<file path="src/hw/i2cms_pkg.sv">
// Purpose: constants for the two-wire master byte sequencer
// Assumes: 8-bit rate reload value, byte-wide holding buffer
// Notes: control and status bits travel as plain ports, no register bus
package i2cms_pkg;
   // ======================================================================
   // widths and counts
   localparam int unsigned DATA_W = 8;
   localparam int unsigned RATE_W = 8;
   localparam logic [3:0] BITS_PER_BYTE = 4'h8;
   localparam logic [3:0] ACK_BIT_NUM = 4'h9;
   // ======================================================================
   // reset values
   localparam logic [7:0] RATE_RST = 8'h00;
   localparam logic [7:0] BYTE_RST = 8'h00;
   localparam logic [3:0] CNT_RST = 4'h0;
   // ======================================================================
   // master engine phases
   typedef enum logic [3:0] {
      I2CMS_IDLE,
      I2CMS_RS_LOW,
      I2CMS_RS_SDAHI,
      I2CMS_RS_WAITHI,
      I2CMS_RS_BOTHHI,
      I2CMS_RS_SDALO,
      I2CMS_TX_LOW,
      I2CMS_TX_HIGH,
      I2CMS_RX_LOW,
      I2CMS_RX_HIGH,
      I2CMS_ACK_LOW,
      I2CMS_ACK_HIGH
   } i2cms_state_e;
endpackage

</file>
<file path="src/hw/i2cms_sequencer.sv">
// Purpose: master byte sequencer: restart, transmit, receive, acknowledge
// Assumes: SDA and SCL are open-drain, sampled through two flip-flops
// Notes: requests are one-cycle pulses; flags clear on one-cycle pulses
//
// Summary of operation
// - restart from idle pulls SCL low, loads counter once SCL reads low.
// - restart releases SDA one period, then SCL if SDA high, reload on SCL high.
// - both high one period, SDA low one period, SCL low, request clears.
// - start-seen sets on start pattern; irq flag only after counter timeout.
// - restart request ignored while any other bus event runs.
// - restart collision: SDA low as SCL rises, or SCL falls early.
// - buffer write sets full flag, starts counter and shifting.
// - bit driven after SCL fall; SCL low one period, high one period.
// - after eighth fall, clear full flag and release SDA for acknowledge.
// - ninth bit sampled into acknowledge status, 0 acknowledge, 1 none.
// - after ninth clock set irq flag, hold SCL low, counter stops.
// - address byte is seven bits then direction bit, then acknowledge.
// - buffer write during transmit sets write collision, buffer unchanged.
// - receive request honoured only while idle, else disregarded.
// - receive toggles SCL per rollover, shifts SDA, stores byte, flags.
// - in receive, reading the buffer clears the full flag.
// - overrun set when a byte completes while full flag still set.
// - buffer write during receive sets write collision, write ignored.
// - acknowledge send pulls SCL low, drives value, counts, releases SCL.
// - SCL high, count one period, SCL low, request clears, idle.
// - every counter load takes the 8-bit reload value.
// - counter pauses after SCL release until SCL reads high.
`timescale 1ns/1ps
`default_nettype none
module i2cms_sequencer (
   input wire logic REF_CLK,
   input wire logic RST,
   input wire logic [i2cms_pkg::RATE_W-1:0] RATE_RELOAD_VALUE,
   input wire logic [i2cms_pkg::DATA_W-1:0] BUF_WDATA,
   input wire logic BUF_WR,
   input wire logic BUF_RD,
   input wire logic RESTART_REQUEST,
   input wire logic RECEIVE_REQUEST,
   input wire logic ACK_SEND_REQUEST,
   input wire logic ACK_VALUE_BIT,
   input wire logic IRQ_CLR,
   input wire logic WRITE_COLLISION_FLAG_CLR,
   input wire logic OVR_CLR,
   input wire logic BCOL_CLR,
   input wire logic SDA_IN,
   input wire logic SCL_IN,
   output logic SDA_OUT,
   output logic SDA_OE,
   output logic SCL_OUT,
   output logic SCL_OE,
   output logic [i2cms_pkg::DATA_W-1:0] HOLDING_BUFFER,
   output logic HOLDING_FULL_FLAG,
   output logic WRITE_COLLISION_FLAG,
   output logic RECEIVE_OVERRUN_FLAG,
   output logic ACK_RECEIVED_STATUS,
   output logic PORT_IRQ_FLAG,
   output logic START_SEEN,
   output logic BUS_COLLISION,
   output logic RESTART_BUSY,
   output logic RECEIVE_BUSY,
   output logic ACK_SEND_BUSY
);
   import i2cms_pkg::*;

   // ======================================================================
   // pin synchronisers
   logic [1:0] sda_sync_ff;
   logic [1:0] scl_sync_ff;
   logic sda_prev_ff;
   logic scl_prev_ff;
   logic sda_s;
   logic scl_s;

   // two stages before any logic looks at the lines
   always_ff @(posedge REF_CLK) begin
      if (RST) begin
         sda_sync_ff <= 2'h3;
         scl_sync_ff <= 2'h3;
         sda_prev_ff <= 1'b1;
         scl_prev_ff <= 1'b1;
      end else begin
         sda_sync_ff <= {sda_sync_ff[0], SDA_IN};
         scl_sync_ff <= {scl_sync_ff[0], SCL_IN};
         sda_prev_ff <= sda_sync_ff[1];
         scl_prev_ff <= scl_sync_ff[1];
      end
   end
   assign sda_s = sda_sync_ff[1];
   assign scl_s = scl_sync_ff[1];

   // ======================================================================
   // state and datapath registers
   i2cms_state_e state_ff;
   logic [RATE_W-1:0] rate_cnt_ff;
   logic cnt_run_ff;
   logic [3:0] bit_cnt_ff;
   logic [DATA_W-1:0] shift_ff;
   logic [DATA_W-1:0] hold_ff;
   logic sda_drv_low_ff;
   logic scl_drv_low_ff;
   logic full_ff;
   logic write_collision_flag_ff;
   logic ovr_ff;
   logic ack_received_status_ff;
   logic irq_ff;
   logic start_ff;
   logic bcol_ff;
   logic rs_req_ff;
   logic rx_req_ff;
   logic ack_req_ff;
   logic irq_set;
   logic bcol_set;
   logic ovr_set;
   logic timeout;
   logic idle;

   // engine is idle only when no sequence or shift is active
   assign idle = (state_ff == I2CMS_IDLE);
   // timeout when the running counter reaches zero
   assign timeout = cnt_run_ff && (rate_cnt_ff == RATE_RST);

   // ======================================================================
   // rate counter: loads are done by the sequencer below
   logic cnt_load;
   logic cnt_stop;

   always_ff @(posedge REF_CLK) begin
      if (RST) begin
         rate_cnt_ff <= RATE_RST;
         cnt_run_ff <= 1'b0;
      end else if (cnt_load) begin
         rate_cnt_ff <= RATE_RELOAD_VALUE;
         cnt_run_ff <= 1'b1;
      end else if (cnt_stop) begin
         cnt_run_ff <= 1'b0;
      end else if (cnt_run_ff && rate_cnt_ff != RATE_RST) begin
         rate_cnt_ff <= rate_cnt_ff - 8'h01;
      end
   end

   // ======================================================================
   // sequencer
   logic tx_start;

   // a buffer write starts a transmit only from idle
   assign tx_start = BUF_WR && idle && !RESTART_REQUEST && !RECEIVE_REQUEST
                     && !ACK_SEND_REQUEST;

   // load/stop decisions mirror the state transitions below, except that a receive ends with a reload, not a stop
   always_comb begin
      cnt_load = 1'b0;
      cnt_stop = 1'b0;
      case (state_ff)
         I2CMS_IDLE: begin
            if (tx_start || (RECEIVE_REQUEST && !RESTART_REQUEST) ||
                (ACK_SEND_REQUEST && !RESTART_REQUEST && !RECEIVE_REQUEST)) begin
               cnt_load = 1'b1;
            end
         end
         I2CMS_RS_LOW: cnt_load = !scl_s && !cnt_run_ff;
         I2CMS_RS_SDAHI: cnt_stop = timeout;
         I2CMS_RS_WAITHI: cnt_load = scl_s;
         I2CMS_RS_BOTHHI: cnt_load = timeout;
         I2CMS_RS_SDALO: cnt_stop = timeout; // no reload
         I2CMS_TX_LOW, I2CMS_RX_LOW, I2CMS_ACK_LOW: begin
            cnt_stop = timeout; // pause until SCL seen high
         end
         I2CMS_TX_HIGH, I2CMS_RX_HIGH, I2CMS_ACK_HIGH: begin
            if (!cnt_run_ff && scl_s) begin
               cnt_load = 1'b1;
            end else if (timeout) begin
               cnt_load = !((state_ff == I2CMS_TX_HIGH && bit_cnt_ff == ACK_BIT_NUM) ||
                            (state_ff == I2CMS_RX_HIGH && bit_cnt_ff == BITS_PER_BYTE) ||
                            state_ff == I2CMS_ACK_HIGH);
               cnt_stop = !cnt_load;
            end
         end
         default: cnt_stop = 1'b1;
      endcase
   end

   // phase machine, bit counter and line drivers
   always_ff @(posedge REF_CLK) begin
      if (RST) begin
         state_ff <= I2CMS_IDLE;
         bit_cnt_ff <= CNT_RST;
         shift_ff <= BYTE_RST;
         sda_drv_low_ff <= 1'b0;
         scl_drv_low_ff <= 1'b0;
      end else if (bcol_set) begin
         state_ff <= I2CMS_IDLE; // abort and release both lines
         sda_drv_low_ff <= 1'b0;
         scl_drv_low_ff <= 1'b0;
      end else begin
         case (state_ff)
            I2CMS_IDLE: begin
               if (RESTART_REQUEST) begin
                  state_ff <= I2CMS_RS_LOW;
                  scl_drv_low_ff <= 1'b1;
               end else if (RECEIVE_REQUEST) begin
                  state_ff <= I2CMS_RX_LOW;
                  sda_drv_low_ff <= 1'b0;
                  scl_drv_low_ff <= 1'b1;
                  bit_cnt_ff <= CNT_RST;
               end else if (ACK_SEND_REQUEST) begin
                  state_ff <= I2CMS_ACK_LOW;
                  scl_drv_low_ff <= 1'b1;
                  sda_drv_low_ff <= !ACK_VALUE_BIT;
               end else if (tx_start) begin
                  state_ff <= I2CMS_TX_LOW; // msb first
                  scl_drv_low_ff <= 1'b1;
                  shift_ff <= {BUF_WDATA[DATA_W-2:0], 1'b1};
                  sda_drv_low_ff <= !BUF_WDATA[DATA_W-1];
                  bit_cnt_ff <= 4'h1;
               end
            end
            I2CMS_RS_LOW: begin
               if (!scl_s && !cnt_run_ff) begin
                  sda_drv_low_ff <= 1'b0; // release SDA
               end else if (timeout && sda_s) begin
                  state_ff <= I2CMS_RS_SDAHI;
               end
            end
            I2CMS_RS_SDAHI: begin
               scl_drv_low_ff <= 1'b0;
               state_ff <= I2CMS_RS_WAITHI;
            end
            I2CMS_RS_WAITHI: if (scl_s) state_ff <= I2CMS_RS_BOTHHI;
            I2CMS_RS_BOTHHI: begin
               if (timeout) begin
                  sda_drv_low_ff <= 1'b1;
                  state_ff <= I2CMS_RS_SDALO;
               end
            end
            I2CMS_RS_SDALO: begin
               if (timeout) begin
                  scl_drv_low_ff <= 1'b1; // SDA left low
                  state_ff <= I2CMS_IDLE;
               end
            end
            I2CMS_TX_LOW, I2CMS_RX_LOW, I2CMS_ACK_LOW: begin
               if (timeout) begin
                  scl_drv_low_ff <= 1'b0;
                  state_ff <= (state_ff == I2CMS_TX_LOW) ? I2CMS_TX_HIGH :
                              (state_ff == I2CMS_RX_LOW) ? I2CMS_RX_HIGH : I2CMS_ACK_HIGH;
               end
            end
            I2CMS_TX_HIGH: begin
               if (cnt_run_ff && timeout) begin
                  scl_drv_low_ff <= 1'b1;
                  if (bit_cnt_ff == ACK_BIT_NUM) begin
                     state_ff <= I2CMS_IDLE; // SDA untouched
                  end else begin
                     state_ff <= I2CMS_TX_LOW;
                     bit_cnt_ff <= bit_cnt_ff + 4'h1;
                     // after the eighth fall SDA is released
                     sda_drv_low_ff <= (bit_cnt_ff == BITS_PER_BYTE) ? 1'b0 : !shift_ff[DATA_W-1];
                     shift_ff <= {shift_ff[DATA_W-2:0], 1'b1};
                  end
               end
            end
            I2CMS_RX_HIGH: begin
               if (cnt_run_ff && timeout) begin
                  scl_drv_low_ff <= 1'b1;
                  shift_ff <= {shift_ff[DATA_W-2:0], sda_s};
                  bit_cnt_ff <= bit_cnt_ff + 4'h1;
                  state_ff <= (bit_cnt_ff == BITS_PER_BYTE - 4'h1) ? I2CMS_IDLE : I2CMS_RX_LOW;
               end
            end
            I2CMS_ACK_HIGH: begin
               if (cnt_run_ff && timeout) begin
                  scl_drv_low_ff <= 1'b1;
                  sda_drv_low_ff <= 1'b0;
                  state_ff <= I2CMS_IDLE;
               end
            end
            default: state_ff <= I2CMS_IDLE;
         endcase
      end
   end

   // ======================================================================
   // request bits self-clear when their sequence completes
   logic rx_done;
   assign rx_done = state_ff == I2CMS_RX_HIGH && cnt_run_ff && timeout &&
                    bit_cnt_ff == BITS_PER_BYTE - 4'h1;

   always_ff @(posedge REF_CLK) begin
      if (RST || bcol_set) begin
         rs_req_ff <= 1'b0;
         rx_req_ff <= 1'b0;
         ack_req_ff <= 1'b0;
      end else begin
         if (idle && RESTART_REQUEST) rs_req_ff <= 1'b1;
         else if (state_ff == I2CMS_RS_SDALO && timeout) rs_req_ff <= 1'b0;
         if (idle && RECEIVE_REQUEST && !RESTART_REQUEST) rx_req_ff <= 1'b1;
         else if (rx_done) rx_req_ff <= 1'b0;
         if (idle && ACK_SEND_REQUEST && !RESTART_REQUEST && !RECEIVE_REQUEST)
            ack_req_ff <= 1'b1;
         else if (state_ff == I2CMS_ACK_HIGH && cnt_run_ff && timeout)
            ack_req_ff <= 1'b0;
      end
   end

   // ======================================================================
   // holding buffer and full flag; full set wins over read clear
   always_ff @(posedge REF_CLK) begin
      if (RST) begin
         hold_ff <= BYTE_RST;
         full_ff <= 1'b0;
      end else if (tx_start) begin
         hold_ff <= BUF_WDATA;
         full_ff <= 1'b1;
      end else if (rx_done) begin
         hold_ff <= {shift_ff[DATA_W-2:0], sda_s};
         full_ff <= 1'b1;
      end else if (state_ff == I2CMS_TX_HIGH && timeout && bit_cnt_ff == BITS_PER_BYTE) begin
         full_ff <= 1'b0;
      end else if (BUF_RD) begin
         full_ff <= 1'b0;
      end
   end

   // ======================================================================
   // status flags
   // a buffer write while busy is refused and flagged
   logic write_collision_flag_set;
   assign write_collision_flag_set = BUF_WR && !tx_start;
   assign ovr_set = rx_done && full_ff;
   // restart collisions: SDA low at SCL rise, SCL falls before SDA driven
   assign bcol_set = (state_ff == I2CMS_RS_WAITHI && scl_s && !scl_prev_ff && !sda_s) ||
                     (state_ff == I2CMS_RS_BOTHHI && !scl_s && scl_prev_ff);
   assign irq_set = (state_ff == I2CMS_RS_SDALO && timeout) ||
                    (state_ff == I2CMS_TX_HIGH && cnt_run_ff && timeout &&
                     bit_cnt_ff == ACK_BIT_NUM) || rx_done ||
                    (state_ff == I2CMS_ACK_HIGH && cnt_run_ff && timeout);

   // sticky flags; hardware set beats software clear
   always_ff @(posedge REF_CLK) begin
      if (RST) begin
         write_collision_flag_ff <= 1'b0;
         ovr_ff <= 1'b0;
         irq_ff <= 1'b0;
         bcol_ff <= 1'b0;
      end else begin
         write_collision_flag_ff <= write_collision_flag_set | (write_collision_flag_ff & ~WRITE_COLLISION_FLAG_CLR);
         ovr_ff <= ovr_set | (ovr_ff & ~OVR_CLR);
         irq_ff <= irq_set | (irq_ff & ~IRQ_CLR);
         bcol_ff <= bcol_set | (bcol_ff & ~BCOL_CLR);
      end
   end

   // acknowledge capture on ninth rising edge; start pattern detection
   always_ff @(posedge REF_CLK) begin
      if (RST) begin
         ack_received_status_ff <= 1'b0;
         start_ff <= 1'b0;
      end else begin
         if (state_ff == I2CMS_TX_HIGH && bit_cnt_ff == ACK_BIT_NUM && !cnt_run_ff && scl_s)
            ack_received_status_ff <= sda_s;
         if (scl_s && sda_prev_ff && !sda_s)
            start_ff <= 1'b1;
         else if (scl_s && !sda_prev_ff && sda_s)
            start_ff <= 1'b0; // stop pattern ends it
      end
   end

   // ======================================================================
   // outputs: open-drain, only ever pull low
   always_ff @(posedge REF_CLK) begin
      if (RST) begin
         SDA_OUT <= 1'b0;
         SDA_OE <= 1'b0;
         SCL_OUT <= 1'b0;
         SCL_OE <= 1'b0;
      end else begin
         SDA_OUT <= 1'b0;
         SDA_OE <= sda_drv_low_ff;
         SCL_OUT <= 1'b0;
         SCL_OE <= scl_drv_low_ff;
      end
   end

   // status outputs registered once more
   always_ff @(posedge REF_CLK) begin
      if (RST) begin
         HOLDING_BUFFER <= BYTE_RST;
         HOLDING_FULL_FLAG <= 1'b0;
         WRITE_COLLISION_FLAG <= 1'b0;
         RECEIVE_OVERRUN_FLAG <= 1'b0;
         ACK_RECEIVED_STATUS <= 1'b0;
         PORT_IRQ_FLAG <= 1'b0;
         START_SEEN <= 1'b0;
         BUS_COLLISION <= 1'b0;
         RESTART_BUSY <= 1'b0;
         RECEIVE_BUSY <= 1'b0;
         ACK_SEND_BUSY <= 1'b0;
      end else begin
         HOLDING_BUFFER <= hold_ff;
         HOLDING_FULL_FLAG <= full_ff;
         WRITE_COLLISION_FLAG <= write_collision_flag_ff;
         RECEIVE_OVERRUN_FLAG <= ovr_ff;
         ACK_RECEIVED_STATUS <= ack_received_status_ff;
         PORT_IRQ_FLAG <= irq_ff;
         START_SEEN <= start_ff;
         BUS_COLLISION <= bcol_ff;
         RESTART_BUSY <= rs_req_ff;
         RECEIVE_BUSY <= rx_req_ff;
         ACK_SEND_BUSY <= ack_req_ff;
      end
   end
endmodule
`default_nettype wire

</file>
<file path="config.mk">
export PLATFORM = sky130hd
export DESIGN_NAME = i2cms_sequencer
export DESIGN_NICKNAME = d
export VERILOG_FILES = /design/src/hw/i2cms_pkg.sv /design/src/hw/i2cms_sequencer.sv
export SDC_FILE = /design/constraint.sdc
export NUM_CORES = 1
export LEC_CHECK = 0
export BUFFER_PORTS_ARGS = -buffer_cell sky130_fd_sc_hd__buf_2
export CORE_ASPECT_RATIO = 1.2
export CORE_MARGIN = 2
export CORE_UTILIZATION = 57
export CTS_CLUSTER_DIAMETER = 100
export DETAILED_ROUTE_END_ITERATION = 8
export GPL_ROUTABILITY_DRIVEN = 0
export GPL_TIMING_DRIVEN = 0
export PLACE_DENSITY = 0.8
export SLEW_MARGIN = 25
export SYNTH_ARGS = -nofsm -noshare
export SYNTH_HDL_FRONTEND = slang
export SYNTH_SLANG_ARGS = --single-unit
</file>
<file path="constraint.sdc">
create_clock -name REF_CLK -period 2.9 [get_ports REF_CLK]
set_input_delay 0.29 -clock REF_CLK [delete_from_list [all_inputs] [get_ports REF_CLK]]
set_output_delay 0.29 -clock REF_CLK [all_outputs]
set_load 0.005 [all_outputs]
</file>
==> metrics.json <==
{
  "rsz0062_at_grt": "no",
  "drtPass1Iterations": 7,
  "synth_sequential_area_ratio": 0.405,
  "routed_vias": 3375,
  "peak_ir_drop_on_the_vdd_network_mv": 0.623,
  "synthToLayoutAreaGrowth_pct": 15.3,
  "run_status": "complete, but fails checks",
  "synth-xor-area-share": 0.0125,
  "cp_num_buf_inv": 1,
  "globalRouteTotalUtil": 0.282,
  "largest_net_degree_at_the_start_of_global_routing": 14,
  "cts_tree": "built",
  "report.final.setup_viol": 0,
  "critPathLaunchType": "flop",
  "cts_max_path_buffers": 2,
  "synth_simple_gate_area_share": 0.241,
  "worst_skew_pair.late_latency_ns": 0.36,
  "cp_slowest_cell": "nor4b_1",
  "synth-edff-count": 0,
  "grt_pass1_vias": 3034,
  "gr-total-overflow": 0,
  "cp.required_ns": 3.16,
  "routed_wirelength_um": 9310,
  "rows": 31,
  "synth_mux_area_frac": 0.0516,
  "finalWorstPathRequiredPeriod_ns": 2.65,
  "synth_top_family_by_area": "simple AND/OR/NAND/NOR gates",
  "netlist.area_leader.share": 0.405,
  "synth_cell_types": 65,
  "die-area_sq_um": 6810,
  "worstReg2RegEnd": "rate_cnt_ff[7]",
  "leakagePower_nw": 1.63,
  "fp.dieW_um": 75.7,
  "timing.fmax_ghz": 0.377,
  "reg2reg_depth": 6,
  "yosys.area.top_type": "dfxtp_1",
  "timing.hold.worst.start": "SDA_IN",
  "grt_first_pass_wirelength_um": 14800,
  "fin_setup_tns_ns": 0,
  "boundaryPins": 52,
  "cp_cell_sequence": "clkbuf_1 > nor4b_1 > a31oi_1 > a21oi_1 > nor2_1 > a311oi_1",
  "die-height_um": 90.0,
  "area_of_the_multi_input_gates_sq_um": 1940,
  "synth_ff_type": "dfxtp_1",
  "cp_top_family": "simple AND/OR/NAND/NOR gates",
  "initialDrtViolationCount": 454,
  "max_stage_delay_ns": 0.79,
  "avgRoutedWirePerCell_um": 17.0,
  "slew_viol_final": 0,
  "initial_core_utilization": 0.584,
  "post_drt_via_cell_ratio": 6.15,
  "path_max_fanout": 10,
  "cts_buffers": 9,
  "layout.filler_cells": 530,
  "rrSetupSlack_ns": 0.25,
  "synth_most_common_cell": "dfxtp_1",
  "post-dp-hpwl_um": 6610,
  "synth_compound_area_frac": 0.226,
  "power.total_mw": 3.35,
  "ctsHtreeMaxLevel": 3,
  "finalNetCount": 497,
  "crit_arrival_ns": 2.91,
  "cap_viol_max_count": 0,
  "timing.final.crit_share": 0.914,
  "worst-setup-path-type": "reg -> reg",
  "final-hold-violation-count": 0,
  "number_of_stages_on_the_worst_hold_path": 2,
  "endpoint_kind": "flop",
  "worstSetupPathDepth": 6,
  "coreArea_sq_um": 6010,
  "regArea_sq_um": 1420,
  "worst_relative_slew_slack": 0.384,
  "clk_root_buffer_cell": "clkbuf_8",
  "violations": "DRC",
  "synth.yosys.warnings": 0,
  "drt_drc_violations_left": 1,
  "initial_antenna_violation_count": 0,
  "worst-slew-pin-transition_ns": 0.912,
  "timing.clock.skew_ns": 0.00714,
  "worst_r2r_startpoint": "state_ff[2]",
  "worst_hold_path.endpoint": "sda_sync_ff[0]",
  "postSynth.asyncResetShare": 0,
  "p_per_area_nw_per_um2": 826,
  "hold_path_class": "in -> reg",
  "synth.ff_latch_count": 71,
  "combined_area_of_all_synthesized_cells_sq_um": 3510,
  "cts.clk_slew.worst_paths_ns": 0.08,
  "synth_area_per_cell_sq_um": 8.76,
  "tritoncts_num_sinks": 71,
  "drive_gt1_frac": 0.178,
  "synthTopCellsByArea": "dfxtp_1 (40%), a21oi_1 (5.1%), nor2b_1 (5.0%)",
  "port-buffer-count": 49,
  "antenna_cells_inserted": 0,
  "syn-instance-count": 401,
  "antenna_violating_nets_post_route": 0,
  "final_core_utilization": 0.674,
  "synth.cells.most_frequent": "dfxtp_1 (71), a21oi_1 (36), nor2_1 (28), nor2b_1 (28), a211oi_1 (21)",
  "yosys.area_share.adder": 0.0178
}
-- per-stage QoR --
| step | hold slack, ns | std cells | area [sq um] | setup slack, ns |
|---|---|---|---|---|
| 6_report | 0.117 | 549 | 4050 | 0.250 |
| 2_1_floorplan | 0.373 | 402 | 3520 | 0.608 |
| 4_1_cts | 0.118 | 549 | 4050 | 0.118 |
| 3_3_place_gp | 0.397 | 533 | 3860 | 0.204 |
| 3_5_place_dp | 0.398 | 533 | 3860 | 0.138 |
| 5_1_grt | 0.116 | 549 | 4050 | 0.0616 |
-- registers in the layout, indices dropped and copies added, names as in the netlist, 2 cells and up --
| name | cells |
|---|---|
| rate_cnt_ff | 8 |
| shift_ff | 8 |
| HOLDING_BUFFER | 8 |
| state_ff | 4 |
| bit_cnt_ff | 4 |
| hold_ff | 8 |
| scl_sync_ff | 2 |
| sda_sync_ff | 2 |
-- timing repair --
| action | 4_1_cts | 5_1_grt |
|---|---|---|
| buffers inserted | 0 | 0 |
| resized for setup | 0 | 1 |
| setup endpoints to repair | 0 | 2 |
| hold buffers | 0 | 0 |
-- power breakdown --
group	total, mW	switching [mW]	internal (mW)	leakage (nW)
registers	1.26	0.136	1.12	0.579
logic	1.35	0.808	0.545	0.964
clock network	0.737	0.401	0.336	0.0849
total	3.35	1.35	2.00	1.63
-- worst max-delay path by stage --
stage	from	to	slack (ns)
floorplan	rate_cnt_ff[0]	hold_ff[0]	0.61
global placement	rate_cnt_ff[0]	bit_cnt_ff[3]	0.20
detailed placement	rate_cnt_ff[0]	bit_cnt_ff[3]	0.14
CTS	rate_cnt_ff[0]	bit_cnt_ff[2]	0.12
global route	state_ff[2]	rate_cnt_ff[7]	0.06
finish	state_ff[2]	rate_cnt_ff[7]	0.25
-- cell families (layout without fill, tap and decap cells) --
family          Yosys count  in the layout
simple gates            146            146
compound gates          117            117
flops                    71             71
buf+inv                  38            103
mux                      18             18
fa+ha+maj                 5              5
xor+xnor                  5              5
other cells               1              2
-- final cells by class --
type / instances / share of cell area
plain buffers: 24 / 0.0266
clock buffers: 10 / 0.0340
clock inverters: 6 / 0.0111
inverters: 14 / 0.0130
multi-input cells: 293 / 0.479
flip-flops and latches: 71 / 0.351
well taps: 82 / 0.0253
repair buffers: 49 / 0.0605
-- layout by cell type, fill, tap and decap left out, types with 5 or more instances in the layout --
cell	instances
mux2i_1	17
nand2_1	15
nor2b_1	28
nor2_1	28
a21oi_1	36
inv_1	14
ha_1	5
nand3_1	8
clkbuf_1	15
or2_2	6
or3_1	7
a211oi_1	21
clkbuf_8	10
buf_2	51
o21ai_0	15
dfxtp_1	71
nand3b_1	5
nor3_1	11
or4_1	5
nand2b_1	7
-- per-layer routing --
metal / GRT usage / wire length [um]
met1: 0.363 / 3920
met5: 0 / 0
met2: 0.447 / 4580
met3: 0.0729 / 569
met4: 0.104 / 243
(Power assumes the default switching activity.)
